===== config.mk =====
export PLATFORM = sky130hd
export DESIGN_NAME = dsrm_request_master
export DESIGN_NICKNAME = d
export VERILOG_FILES = /design/src/dsrm_pkg.sv /design/src/dsrm_request_master.sv
export SDC_FILE = /design/constraint.sdc
export NUM_CORES = 1
export LEC_CHECK = 0
export ABC_AREA = 1
export BUFFER_PORTS_ARGS = -buffer_cell sky130_fd_sc_hd__clkbuf_2
export CAP_MARGIN = 20
export CORE_ASPECT_RATIO = 1.4
export CORE_MARGIN = 4
export CORE_UTILIZATION = 42
export CTS_CLUSTER_SIZE = 24
export DETAILED_ROUTE_END_ITERATION = 12
export PLACE_DENSITY = 0.72
export SLEW_MARGIN = 20
export SYNTH_ARGS = -nofsm -noshare
export SYNTH_HDL_FRONTEND = slang
export SYNTH_SLANG_ARGS = --single-unit

===== constraint.sdc =====
create_clock -name clock -period 1.6 [get_ports clock]
set_input_delay 0.24 -clock clock [delete_from_list [all_inputs] [get_ports clock]]
set_output_delay 0.24 -clock clock [all_outputs]
set_load 0.02 [all_outputs]

===== src/dsrm_pkg.sv =====
/*
 * dsrm_pkg: constants and types shared by the data-side bus request master.
 * Assumes a 32-bit classic Wishbone register port and one 100 MHz clock.
 */
`default_nettype none

package dsrm_pkg;

	// ----------------------------------------------------------------
	// register map (byte addresses)
	// ----------------------------------------------------------------
	localparam logic [7:0] DSRM_CFG_OFS  = 8'h00;
	localparam logic [7:0] DSRM_STAT_OFS = 8'h04;

	// ----------------------------------------------------------------
	// config fields
	// ----------------------------------------------------------------
	localparam int DSRM_CFG_LWL_BIT  = 0;
	localparam int DSRM_CFG_LOAD_NO_ALLOCATE_BIT = 1;
	localparam int DSRM_CFG_STORE_NO_ALLOCATE_BIT = 2;
	localparam int DSRM_CFG_PRIO_BIT = 3;
	localparam logic [3:0] DSRM_CFG_RST = 4'h0;

	// ----------------------------------------------------------------
	// status fields
	// ----------------------------------------------------------------
	localparam int DSRM_ST_REQ_BIT   = 0;
	localparam int DSRM_ST_ABORT_BIT = 1;
	localparam int DSRM_ST_HALT_BIT  = 2;
	localparam int DSRM_ST_RDCNT_LSB = 3;
	localparam int DSRM_ST_WRBSY_BIT = 5;
	localparam int DSRM_ST_GAP_LSB   = 6;

	// ----------------------------------------------------------------
	// timing and limits
	// ----------------------------------------------------------------
	localparam int         DSRM_MAX_READS  = 2;
	localparam logic [1:0] DSRM_WR_GAP_CYC = 2'h2;
	localparam logic [2:0] DSRM_WORD_BYTES = 3'h4;

	typedef enum logic [2:0] {
		DSRM_IDLE  = 3'b001,
		DSRM_REQ   = 3'b010,
		DSRM_ABORT = 3'b100
	} dsrm_state_type;

endpackage : dsrm_pkg

`default_nettype wire


===== src/dsrm_request_master.sv =====
/*
 * dsrm_request_master: request side of the data-cache bus master port.
 * Assumes slave and arbiter run on this clock; core commands and
 * completion strobes are synchronous; registers over classic Wishbone.
 */
// Design decisions made here: the Wishbone register port and the address map.
`timescale 1ns/1ns
`default_nettype none

module dsrm_request_master
	import dsrm_pkg::*;
#(
	parameter int MAX_READS = DSRM_MAX_READS
) (
	// clock, reset, enable
	input  wire logic        clock,
	input  wire logic        rst_b,
	input  wire logic        clk_en,
	// wishbone slave
	input  wire logic        wb_cyc_i,
	input  wire logic        wb_stb_i,
	input  wire logic        wb_we_i,
	input  wire logic [7:0]  wb_adr_i,
	input  wire logic [31:0] wb_dat_i,
	input  wire logic [3:0]  wb_sel_i,
	output logic      [31:0] wb_dat_o,
	output logic             wb_ack_o,
	// core command port
	input  wire logic        cmd_valid,
	input  wire logic        cmd_read,
	input  wire logic [0:31] cmd_addr,
	input  wire logic [2:0]  cmd_nbytes,
	input  wire logic        cmd_cacheable,
	input  wire logic        cmd_write_thru,
	input  wire logic        cmd_user_attr,
	input  wire logic        cmd_guarded,
	input  wire logic        cmd_touch,
	input  wire logic        cmd_line_write,
	input  wire logic        cmd_hit,
	input  wire logic        cmd_stall,
	input  wire logic        core_reset,
	output logic             cmd_rd_ready,
	output logic             cmd_wr_ready,
	output logic             cmd_taken,
	// bus request outputs
	output logic             data_access_request,
	output logic             read_not_write,
	output logic      [0:31] request_address,
	output logic             line_size_select,
	output logic             cacheable_attr,
	output logic             write_through_attr,
	output logic             user_defined_attr,
	output logic             guarded_attr,
	output logic      [0:7]  byte_lane_enables,
	output logic      [0:1]  request_priority,
	output logic             request_abort,
	// bus completion inputs
	input  wire logic        slave_address_ack,
	input  wire logic        write_data_ack,
	input  wire logic        write_data_last,
	input  wire logic        read_complete
);

	// ----------------------------------------------------------------
	// elaboration check
	// ----------------------------------------------------------------
	// the read counter is two bits wide and never passes MAX_READS, as ready holds reads off there
	if (MAX_READS < 1 || MAX_READS > 2) begin : g_bad_max_reads
		$error("MAX_READS must be 1 or 2");
	end

	// ----------------------------------------------------------------
	// state
	// ----------------------------------------------------------------
	dsrm_state_type state_ff;
	dsrm_state_type nxt_state;
	logic [3:0]     cfg_ff;
	logic [1:0]     rd_cnt_ff;
	logic [1:0]     nxt_rd_cnt;
	logic           wr_busy_ff;
	logic           nxt_wr_busy;
	logic [1:0]     gap_ff;
	logic [1:0]     nxt_gap;
	logic           halt_ff;
	logic           nxt_halt;
	logic           req_ff;
	logic           abort_ff;
	logic           rnw_ff;
	logic           line_ff;
	logic           cach_ff;
	logic           wt_ff;
	logic           user_ff;
	logic           guard_ff;
	logic [0:31]    addr_ff;
	logic [0:7]     be_ff;
	logic [0:1]     prio_ff;
	logic           rd_rdy_ff;
	logic           wr_rdy_ff;
	logic           taken_ff;
	logic           ack_ff;
	logic [31:0]    rdata_ff;

	// ----------------------------------------------------------------
	// transfer decision
	// ----------------------------------------------------------------
	wire cfg_lwl  = cfg_ff[DSRM_CFG_LWL_BIT];
	wire cfg_load_no_allocate = cfg_ff[DSRM_CFG_LOAD_NO_ALLOCATE_BIT];
	wire cfg_store_no_allocate = cfg_ff[DSRM_CFG_STORE_NO_ALLOCATE_BIT];
	wire cfg_prio = cfg_ff[DSRM_CFG_PRIO_BIT];

	// touch prefetches ignore the no-allocate bits
	wire alloc_ld = cmd_touch | ~cfg_load_no_allocate;
	wire alloc_st = cmd_touch | ~cfg_store_no_allocate;
	// a store hit already owns its line and never allocates
	wire st_alloc = ~cmd_read & ~cmd_line_write & ~cmd_hit & cmd_cacheable
		& alloc_st;

	// an allocating store fetches the line first
	wire bus_rnw = cmd_read | st_alloc;
	wire line_req = cmd_line_write | st_alloc
		| (cmd_read & (cmd_cacheable ? alloc_ld : cfg_lwl));
	// write-back store hits are absorbed by the cache
	wire no_bus = ~cmd_read & ~cmd_line_write & cmd_cacheable
		& ~cmd_write_thru & cmd_hit & ~st_alloc;

	// ----------------------------------------------------------------
	// command acceptance
	// ----------------------------------------------------------------
	wire is_idle = (state_ff == DSRM_IDLE);
	wire slot_ok = no_bus ? 1'b1 : (bus_rnw ? rd_rdy_ff : wr_rdy_ff);
	wire accept  = clk_en & cmd_valid & is_idle & ~halt_ff & slot_ok
		& ~core_reset;
	wire issue   = accept & ~no_bus;

	// ----------------------------------------------------------------
	// byte enables
	// ----------------------------------------------------------------
	wire [1:0] boff   = cmd_addr[30:31];
	wire [2:0] span   = DSRM_WORD_BYTES - {1'b0, boff};
	wire [2:0] n_req  = (cmd_nbytes == 3'h0) ? 3'h1
		: ((cmd_nbytes > DSRM_WORD_BYTES) ? DSRM_WORD_BYTES : cmd_nbytes);
	// clipping at the word end keeps every pattern inside one word
	wire [2:0] n_eff  = (n_req > span) ? span : n_req;
	wire [2:0] last_b = 3'({1'b0, boff} + n_eff - 3'h1);
	logic [0:7] be_calc;

	// address bit 29 picks which half of the lanes a word uses
	genvar gl;
	generate
		for (gl = 0; gl < 8; gl++) begin : g_lane
			localparam logic       LANE_W = (gl >= 4);
			localparam logic [2:0] LANE_B = 3'(gl % 4);
			assign be_calc[gl] = ~line_req
				& (cmd_addr[29] == LANE_W)
				& (LANE_B >= {1'b0, boff})
				& (LANE_B <= last_b);
		end
	endgenerate

	// line requests carry only the line-aligned part
	wire [0:31] addr_calc = line_req ? {cmd_addr[0:26], 5'h00}
		: cmd_addr;
	wire [0:1] prio_calc = {cfg_prio, bus_rnw | cmd_stall};

	// ----------------------------------------------------------------
	// request sequencing
	// ----------------------------------------------------------------
	// an ack outside a request is not ours and is ignored
	wire acked   = (state_ff == DSRM_REQ) & slave_address_ack;
	// completion counts whole reads, so beat order never matters
	wire rd_done = read_complete & (rd_cnt_ff != 2'h0);
	wire wr_done = write_data_ack & write_data_last & wr_busy_ff;

	always_comb begin
		nxt_state = state_ff;
		// halt keeps new requests off until core reset ends
		nxt_halt  = halt_ff & core_reset;
		case (state_ff)
			DSRM_IDLE: begin
				if (core_reset)
					nxt_halt = 1'b1;
				else if (issue)
					nxt_state = DSRM_REQ;
			end
			DSRM_REQ: begin
				if (core_reset)
					nxt_state = DSRM_ABORT;
				else if (slave_address_ack)
					nxt_state = DSRM_IDLE;
			end
			DSRM_ABORT: begin
				nxt_state = DSRM_IDLE;
				nxt_halt  = 1'b1;
			end
			default: nxt_state = DSRM_IDLE;
		endcase
	end

	// ----------------------------------------------------------------
	// outstanding request tracking
	// ----------------------------------------------------------------
	always_comb begin
		nxt_rd_cnt  = rd_cnt_ff;
		nxt_wr_busy = wr_busy_ff;
		nxt_gap     = (gap_ff != 2'h0) ? gap_ff - 2'h1 : 2'h0;
		if (acked & ~core_reset & rnw_ff)
			nxt_rd_cnt = nxt_rd_cnt + 2'h1;
		if (rd_done)
			nxt_rd_cnt = nxt_rd_cnt - 2'h1;
		if (acked & ~core_reset & ~rnw_ff)
			nxt_wr_busy = 1'b1;
		if (wr_done) begin
			nxt_wr_busy = 1'b0;
			nxt_gap     = DSRM_WR_GAP_CYC;
		end
	end

	// ----------------------------------------------------------------
	// ready flags
	// ----------------------------------------------------------------
	// ready looks one cycle ahead so it can come from a flop
	wire nxt_free = (nxt_state == DSRM_IDLE) & ~nxt_halt & ~issue;
	wire nxt_rd_rdy = nxt_free & (nxt_rd_cnt < 2'(MAX_READS));
	wire nxt_wr_rdy = nxt_free & ~nxt_wr_busy & (nxt_gap == 2'h0)
		& ~(wr_done);

	// clk_en low freezes every flop, the bus ack included
	always_ff @(posedge clock or negedge rst_b) begin
		if (!rst_b) begin
			state_ff   <= DSRM_IDLE;
			rd_cnt_ff  <= 2'h0;
			wr_busy_ff <= 1'b0;
			gap_ff     <= 2'h0;
			halt_ff    <= 1'b0;
			rd_rdy_ff  <= 1'b0;
			wr_rdy_ff  <= 1'b0;
			taken_ff   <= 1'b0;
		end else if (clk_en) begin
			state_ff   <= nxt_state;
			rd_cnt_ff  <= nxt_rd_cnt;
			wr_busy_ff <= nxt_wr_busy;
			gap_ff     <= nxt_gap;
			halt_ff    <= nxt_halt;
			rd_rdy_ff  <= nxt_rd_rdy;
			wr_rdy_ff  <= nxt_wr_rdy;
			taken_ff   <= accept;
		end
	end

	// request line and abort marker
	always_ff @(posedge clock or negedge rst_b) begin
		if (!rst_b) begin
			req_ff   <= 1'b0;
			abort_ff <= 1'b0;
		end else if (clk_en) begin
			req_ff   <= (nxt_state == DSRM_REQ)
				| (nxt_state == DSRM_ABORT);
			abort_ff <= (nxt_state == DSRM_ABORT);
		end
	end

	// qualifiers load only on issue and then stand untouched
	always_ff @(posedge clock or negedge rst_b) begin
		if (!rst_b) begin
			rnw_ff   <= 1'b0;
			line_ff  <= 1'b0;
			cach_ff  <= 1'b0;
			wt_ff    <= 1'b0;
			user_ff  <= 1'b0;
			guard_ff <= 1'b0;
			addr_ff  <= 32'h00000000;
			be_ff    <= 8'h00;
			prio_ff  <= 2'h0;
		end else if (issue) begin
			rnw_ff   <= bus_rnw;
			line_ff  <= line_req;
			cach_ff  <= cmd_cacheable;
			wt_ff    <= cmd_write_thru & cmd_cacheable;
			user_ff  <= cmd_user_attr;
			guard_ff <= cmd_guarded;
			addr_ff  <= addr_calc;
			be_ff    <= be_calc;
			prio_ff  <= prio_calc;
		end
	end

	// ----------------------------------------------------------------
	// wishbone registers
	// ----------------------------------------------------------------
	wire wb_req   = wb_cyc_i & wb_stb_i & ~ack_ff;
	wire hit_cfg  = (wb_adr_i == DSRM_CFG_OFS);
	wire hit_stat = (wb_adr_i == DSRM_STAT_OFS);
	// config lands on the request edge, the same edge that raises ack
	wire cfg_wr   = clk_en & wb_req & wb_we_i & hit_cfg & wb_sel_i[0];

	// status is read only; writes there are acked and dropped
	logic [31:0] stat_word;
	always_comb begin
		stat_word = 32'h00000000;
		stat_word[DSRM_ST_REQ_BIT]   = req_ff;
		stat_word[DSRM_ST_ABORT_BIT] = abort_ff;
		stat_word[DSRM_ST_HALT_BIT]  = halt_ff;
		stat_word[DSRM_ST_RDCNT_LSB +: 2] = rd_cnt_ff;
		stat_word[DSRM_ST_WRBSY_BIT] = wr_busy_ff;
		stat_word[DSRM_ST_GAP_LSB +: 2]   = gap_ff;
	end

	// unmapped offsets still ack and read as zero
	wire [31:0] rd_mux = hit_cfg ? {28'h0000000, cfg_ff}
		: (hit_stat ? stat_word : 32'h00000000);

	always_ff @(posedge clock or negedge rst_b) begin
		if (!rst_b) begin
			cfg_ff   <= DSRM_CFG_RST;
			ack_ff   <= 1'b0;
			rdata_ff <= 32'h00000000;
		end else if (clk_en) begin
			ack_ff   <= wb_req;
			rdata_ff <= wb_req ? rd_mux : 32'h00000000;
			if (cfg_wr)
				cfg_ff <= wb_dat_i[3:0];
		end
	end

	// ----------------------------------------------------------------
	// outputs
	// ----------------------------------------------------------------
	assign wb_ack_o            = ack_ff;
	assign wb_dat_o            = rdata_ff;
	assign cmd_rd_ready        = rd_rdy_ff;
	assign cmd_wr_ready        = wr_rdy_ff;
	assign cmd_taken           = taken_ff;
	assign data_access_request = req_ff;
	assign request_abort       = abort_ff;
	assign read_not_write      = rnw_ff;
	assign request_address     = addr_ff;
	assign line_size_select    = line_ff;
	assign cacheable_attr      = cach_ff;
	assign write_through_attr  = wt_ff;
	assign user_defined_attr   = user_ff;
	assign guarded_attr        = guard_ff;
	assign byte_lane_enables   = be_ff;
	assign request_priority    = prio_ff;

endmodule : dsrm_request_master

`default_nettype wire


# [Word-level counts from Yosys, hierarchy flattened]
# Index checks and enable logic that the tools add are counted.
[op_classes] add_sub_neg=6 n_lt_le_gt_ge=10 n_eq_ne=7 muxes=23 bitwise_logic=77 n_reduce_logical=6
[ops] op="$and 1x1->1" n=52
[ops] op="$mux 8" n=3
[ops] op="$mux 3" n=7
[ops] op="$not 1->1" n=18
[ops] op="$eq 8x3->1 const B" n=1
[ops] op="$logic_not 8->1" n=1
[ops] op="$mux 2" n=4
[ops] op="$or 1x1->1" n=7
[ops] op="$eq 3x1->1 const B" n=2
[ops] op="$eq 3x2->1 const B" n=2
[ops] op="$eq 3x3->1 const B" n=2
[ops] op="$le 1x3->1 const A" n=2
[ops] op="$le 2x3->1 const A" n=2
[ops] op="$mux 1" n=6
[ops] op="$pmux 3 s2" n=1
[ops] op="$mux 5" n=1
[ops] op="$ge 1x2->1 const A" n=2
[ops] op="$reduce_bool 2->1" n=2
[ops] op="$sub 2x1->2 const B" n=2
[ops] op="$add 2x3->3" n=1
[ops] op="$gt 3x3->1" n=1
[ops] op="$gt 3x3->1 const B" n=1
[ops] op="$logic_not 3->1" n=1
[ops] op="$sub 3x1->3 const B" n=1
[ops] op="other kinds (7)" n=7
[totals] register_bits=99 inputBits=100 out_inout_bits=86 wordCells=151

# [Logic depth before layout (Yosys ltp)]
[logic_depth] word_depth=20 depth_mapped=18 ltp_nobuf=18

# [Least setup slack after synthesis]
# Ideal clock, no wire load.
[synth_timing] path_type="in2reg" start="input cmd_addr[30] in the netlist's numbering" end="register be_ff (netlist bit byte_lane_enables[7])" setup_time_ns=0.118 arrival_time_ns=2.460 required_time_ns=1.482 slack_ns=-0.978 path_stages=17 n_path_buf=0 path_cell_list="inv_1 -> ha_1 -> inv_1 -> ha_1 -> a21oi_1 -> nand2_1 -> nand2_1 -> o21ai_0 -> ha_1 -> inv_1 -> ha_1 -> xnor2_1 -> nand3b_1 -> nand2_1 -> o21ai_0 -> nand3_1 -> nand2_1"
[synth_between] elab_chain_cells=7
[synth_rtl] item="start: declaration" line="dsrm_request_master.sv:31" text="input wire logic [0:31] cmd_addr,"
[synth_rtl] item="$sub 3x2->3" line="dsrm_request_master.sv:139" text="wire [2:0] span = DSRM_WORD_BYTES - {1'b0, boff};"
[synth_rtl] item="$gt 3x3->1" line="dsrm_request_master.sv:143" text="wire [2:0] n_eff = (n_req > span) ? span : n_req;"
[synth_rtl] item="$mux 3" line="dsrm_request_master.sv:143"
[synth_rtl] item="$add 2x3->3 *" line="dsrm_request_master.sv:144" text="wire [2:0] last_b = 3'({1'b0, boff} + n_eff - 3'h1);"
[synth_rtl] item="$sub 3x1->3 *" line="dsrm_request_master.sv:144"
[synth_rtl] item="$le 2x3->1 *" line="dsrm_request_master.sv:156" text="& (LANE_B <= last_b);"
[synth_rtl] item="$and 1x1->1 *" line="dsrm_request_master.sv:156"
[synth_rtl] item="end signal: assignment" line="dsrm_request_master.sv:282" text="be_ff <= be_calc;"
[synth_rtl] item="end: declaration" line="dsrm_request_master.sv:95" text="logic [0:7] be_ff;"
# Every way passes the cells marked *; elsewhere a longest branch is shown, timed or not.
# A chain may end at the register's enable or synchronous reset.

# [Worst setup path in the final report]
# Ends and elaborated chain as after synthesis.

==> run summary <==
* 3863 — number of global-route vias before repair
* 0.849 — placer's final routability congestion estimate
* 4 — worst-path fanout max
* 23.2% — total global-route track usage
* 7.19 mW — Pwr Total
* 50 ps — clock-pin slew reported for the worst setup and hold paths after clock tree synthesis
* 2090 sq um — area of the multi-input gates
* 18600 um — wire length of the first global-routing pass
* 0 — Final Slew Violations
* 10400 sq um — area of the die
* 423 MHz — maximum operating frequency
* 51 — number of endpoints failing setup at the final stage
* 503 ps — slew at the pin closest to its max-slew limit
* 6.19 ps — skew final
* complete, but fails checks — outcome
* 8610 sq um — core area
* 8.30 sq um — average cell area after synthesis
* 4.57 mW — internal power contribution
* 3.24 nW — leakage power
* 32 — count of different cell masters after synthesis
* 40 — largest net degree at the start of global routing
* sky130_fd_sc_hd__clkbuf_2 (127), sky130_fd_sc_hd__nand2_1 (99), sky130_fd_sc_hd__dfrtp_1 (74), sky130_fd_sc_hd__nand2_2 (49), sky130_fd_sc_hd__buf_4 (33) — most frequent cells in the layout
* 0 — total inserted antenna cells
* primary input to flop — class of the tightest hold or removal check
* 49.9% — fraction of synthesized cell area taken by the top area cell type
* 40 — # rows
* 12700 um — total routed wirelength
* 0 — Final Hold Fails
* flop — capturing element type of the critical path
* 17.0 um — final routed wire length divided by cell count
* 1880 sq um — Sequential Area
* 2 — maximum root-to-sink buffer count
* 66.4% — Slew headroom
* 7800 um — half-perimeter wire length of the detailed placement result
* 113 ps — Min Hold Slack
* yes — TritonCTS clock tree
* 4 — DRT Pass-1 Iters
* 119 um — Die Y-Extent
* 3781 — via count
* 137 — DRC marker count from the first detailed-route iteration
* 186 — count of pins on the block boundary
* 747 — Final #Nets
* 34.2% — Gate power share
* 0 — Final ANT Viol Nets
* 50.6% — fraction of the yosys area taken by sequential cells
* 69.2% — post-layout utilization of the core
* 28.0% — clock share of power
* 2.62 mW — switching component of the power
* 330 ps — clock latency on the worst-skew pair
* 87.5 um — x dimension of the die
* primary input — launching element type of the critical path
* 1210 nW/um^2 — total power density per cell area
* 75 — number of storage elements in the synthesis netlist
* 9 — CTS Buf Count
* sky130_fd_sc_hd__dfrtp_1 (50%), sky130_fd_sc_hd__nand2_1 (18%), sky130_fd_sc_hd__buf_4 (5.5%) — top cells by area, synth
* sky130_fd_sc_hd__dfrtp_1 — library cell with the largest summed area after synthesis
* 130 — number of buffer cells added on primary ports
* -766 ps — min setup slack post-route
* 75 — count of clock tree sinks
* 43.1% — starting utilization of the core area
* 2580 ps — worst endpoint data arrival time
* sky130_fd_sc_hd__clkbuf_2 — leading cell type in the layout, fill and taps excluded
* 0 — remaining design rule violation count
* 3 — CTS HTree Levels
* primary input to flop — category of the most critical setup path
* 37.8% — Flop pwr share
* 0.872 mV — worst IR drop on VDD
* 447 — number of standard cells after synthesis
* true — unrepaired setup endpoints after global routing
* 60.5% — Layout area overhead
* 5.07 — per-cell via count in the routed design
* 1810 ps — worst endpoint required time
* 0 — Ys Warns
* 0 — remaining global-route overflow
* 2370 ps — Period minus WS final
* 643 — number of fill cells
* 36.4% — switching portion of total power
* negative setup slack — failing checks
* 3710 sq um — post-synthesis instance area
* 148% — Final Cycle Share
* 0 — initial antenna violation count
* sky130_fd_sc_hd__clkbuf_16 — Root Driver
* 51.8% — layout cell share with drive strength beyond 1
* 0 — total of max-cap violations
==> per-stage QoR <==
stage,instance area (sq um),setup WS (ps),TNS [ps],instances
5_1_grt,5960,-844,-10120,746
3_3_place_gp,4620,-963,-8330,695
2_1_floorplan,3870,-722,-4210,470
4_1_cts,5580,-659,-8170,738
6_report,5960,-766,-6470,746
3_5_place_dp,4620,-1150,-9680,695
==> Yosys cell counts <==
library cell and n:
sky130_fd_sc_hd__a21oi_1 5, sky130_fd_sc_hd__a22o_1 4, sky130_fd_sc_hd__a31oi_1 1, sky130_fd_sc_hd__buf_2 1, sky130_fd_sc_hd__buf_4 27, sky130_fd_sc_hd__buf_6 2, sky130_fd_sc_hd__clkbuf_1 5, sky130_fd_sc_hd__conb_1 1
sky130_fd_sc_hd__dfrtp_1 74, sky130_fd_sc_hd__dfstp_2 1, sky130_fd_sc_hd__ha_1 10, sky130_fd_sc_hd__inv_1 39, sky130_fd_sc_hd__inv_2 1, sky130_fd_sc_hd__mux2_2 4, sky130_fd_sc_hd__nand2_1 178, sky130_fd_sc_hd__nand2_2 1
sky130_fd_sc_hd__nand3_1 21, sky130_fd_sc_hd__nand3_4 1, sky130_fd_sc_hd__nand3b_1 4, sky130_fd_sc_hd__nand4_1 3, sky130_fd_sc_hd__nor2_1 17, sky130_fd_sc_hd__nor2_2 1, sky130_fd_sc_hd__nor2_4 2, sky130_fd_sc_hd__nor3_1 5
sky130_fd_sc_hd__nor3_2 1, sky130_fd_sc_hd__nor4_4 1, sky130_fd_sc_hd__o211ai_1 1, sky130_fd_sc_hd__o21ai_0 29, sky130_fd_sc_hd__o21ai_1 3, sky130_fd_sc_hd__o22a_1 1, sky130_fd_sc_hd__o31ai_1 2, sky130_fd_sc_hd__xnor2_1 1
==> power groups by stage <==
stage	registers (mW)	logic, mW	clock network [mW]
after floorplan	3.03	0.697	0
after global placement	2.58	1.83	0
after detailed placement	2.59	1.88	0
after CTS	2.63	2.10	2.04
after global routing	2.76	2.65	2.14
final	2.72	2.46	2.01
==> area by class of cell <==
type	count	share of cell area, %
clock inverter	2	0.588
timing repair buffer	191	23.2
tap	105	2.21
clock buffer	13	4.37
sequential	75	31.5
inverter	40	3.07
multi-input combinational	320	35.1
==> repair_timing <==
action | CTS | global route
cloned | 6 | 1
hold buffers | 1 | 0
endpoints found under the hold margin | 11 | 0
pin swaps | 41 | 30
resized for setup | 94 | 111
setup buffers | 22 | 14
setup endpoints to repair | 46 | 55
==> cells by family (layout without fill, tap and decap cells) <==
kind of cell	count (synthesis)	count (layout)	share of synthesized area, %
multiplexers	4	4	1.21
flip-flops	75	75	50.6
XOR/XNOR	1	1	0.236
adder cells (fa/ha/maj)	10	10	3.37
AND/OR/NAND/NOR	235	235	26.8
AO/OA/AOI/OAI	46	46	6.94
other	1	24	0.101
buffers and inverters	75	246	10.8
==> state kept, by name (all words and copies together) (netlist names), 2 cells and up <==
name / cells
cfg_ff: 4
byte_lane_enables: 8
request_priority: 2
rd_cnt_ff: 2
request_address: 32
state_ff: 3
wb_dat_o: 8
gap_ff: 2
==> routing by layer <==
metal  part of all wire [%]  GRT usage, %  wire length [um]  vias up
met4                    4.7          13.4               598        0
met2                     56          41.7              7060      160
li1                       -             -                 -     1761
met3                    5.8          5.05               736       49
met5                      0             0                 0        -
met1                     34          23.8              4290     1811
==> path summary, 6_finish.rpt <==
| check | from | to | slack, ps | cells past startpoint |
|---|---|---|---|---|
| max in group asynchronous | rst_b | request_address[13]$_DFFE_PN0P_ | 740 | 3 |
| worst max register to register | cfg_ff[2]$_DFFE_PN0P_ | request_address[0]$_DFFE_PN0P_ | -150 | 12 |
| min in group asynchronous | rst_b | rd_cnt_ff[0]$_DFFE_PN0P_ | 300 | 2 |
| worst max-delay path | cmd_addr[30] | byte_lane_enables[7]$_DFFE_PN0P_ | -770 | 19 |
| worst min register to register | byte_lane_enables[3]$_DFFE_PN0P_ | byte_lane_enables[3]$_DFFE_PN0P_ | 490 | 2 |
| worst min-delay path | cmd_addr[13] | request_address[13]$_DFFE_PN0P_ | 110 | 3 |
==> critical path, cell delays in order <==
cell and delay (ps):
sky130_fd_sc_hd__clkbuf_16 120, sky130_fd_sc_hd__inv_12 30, sky130_fd_sc_hd__ha_4 260, sky130_fd_sc_hd__inv_2 40, sky130_fd_sc_hd__ha_4 250, sky130_fd_sc_hd__nand3b_1 80, sky130_fd_sc_hd__nand2_1 110, sky130_fd_sc_hd__nand2_2 90
sky130_fd_sc_hd__nand2_2 70, sky130_fd_sc_hd__o21ai_2 50, sky130_fd_sc_hd__ha_1 290, sky130_fd_sc_hd__inv_2 50, sky130_fd_sc_hd__ha_4 150, sky130_fd_sc_hd__xnor2_2 140, sky130_fd_sc_hd__nand3b_1 190, sky130_fd_sc_hd__nand2_2 150
sky130_fd_sc_hd__o21ai_2 90, sky130_fd_sc_hd__nand3_1 110, sky130_fd_sc_hd__nand2_1 70
(Power assumes the default switching activity.)
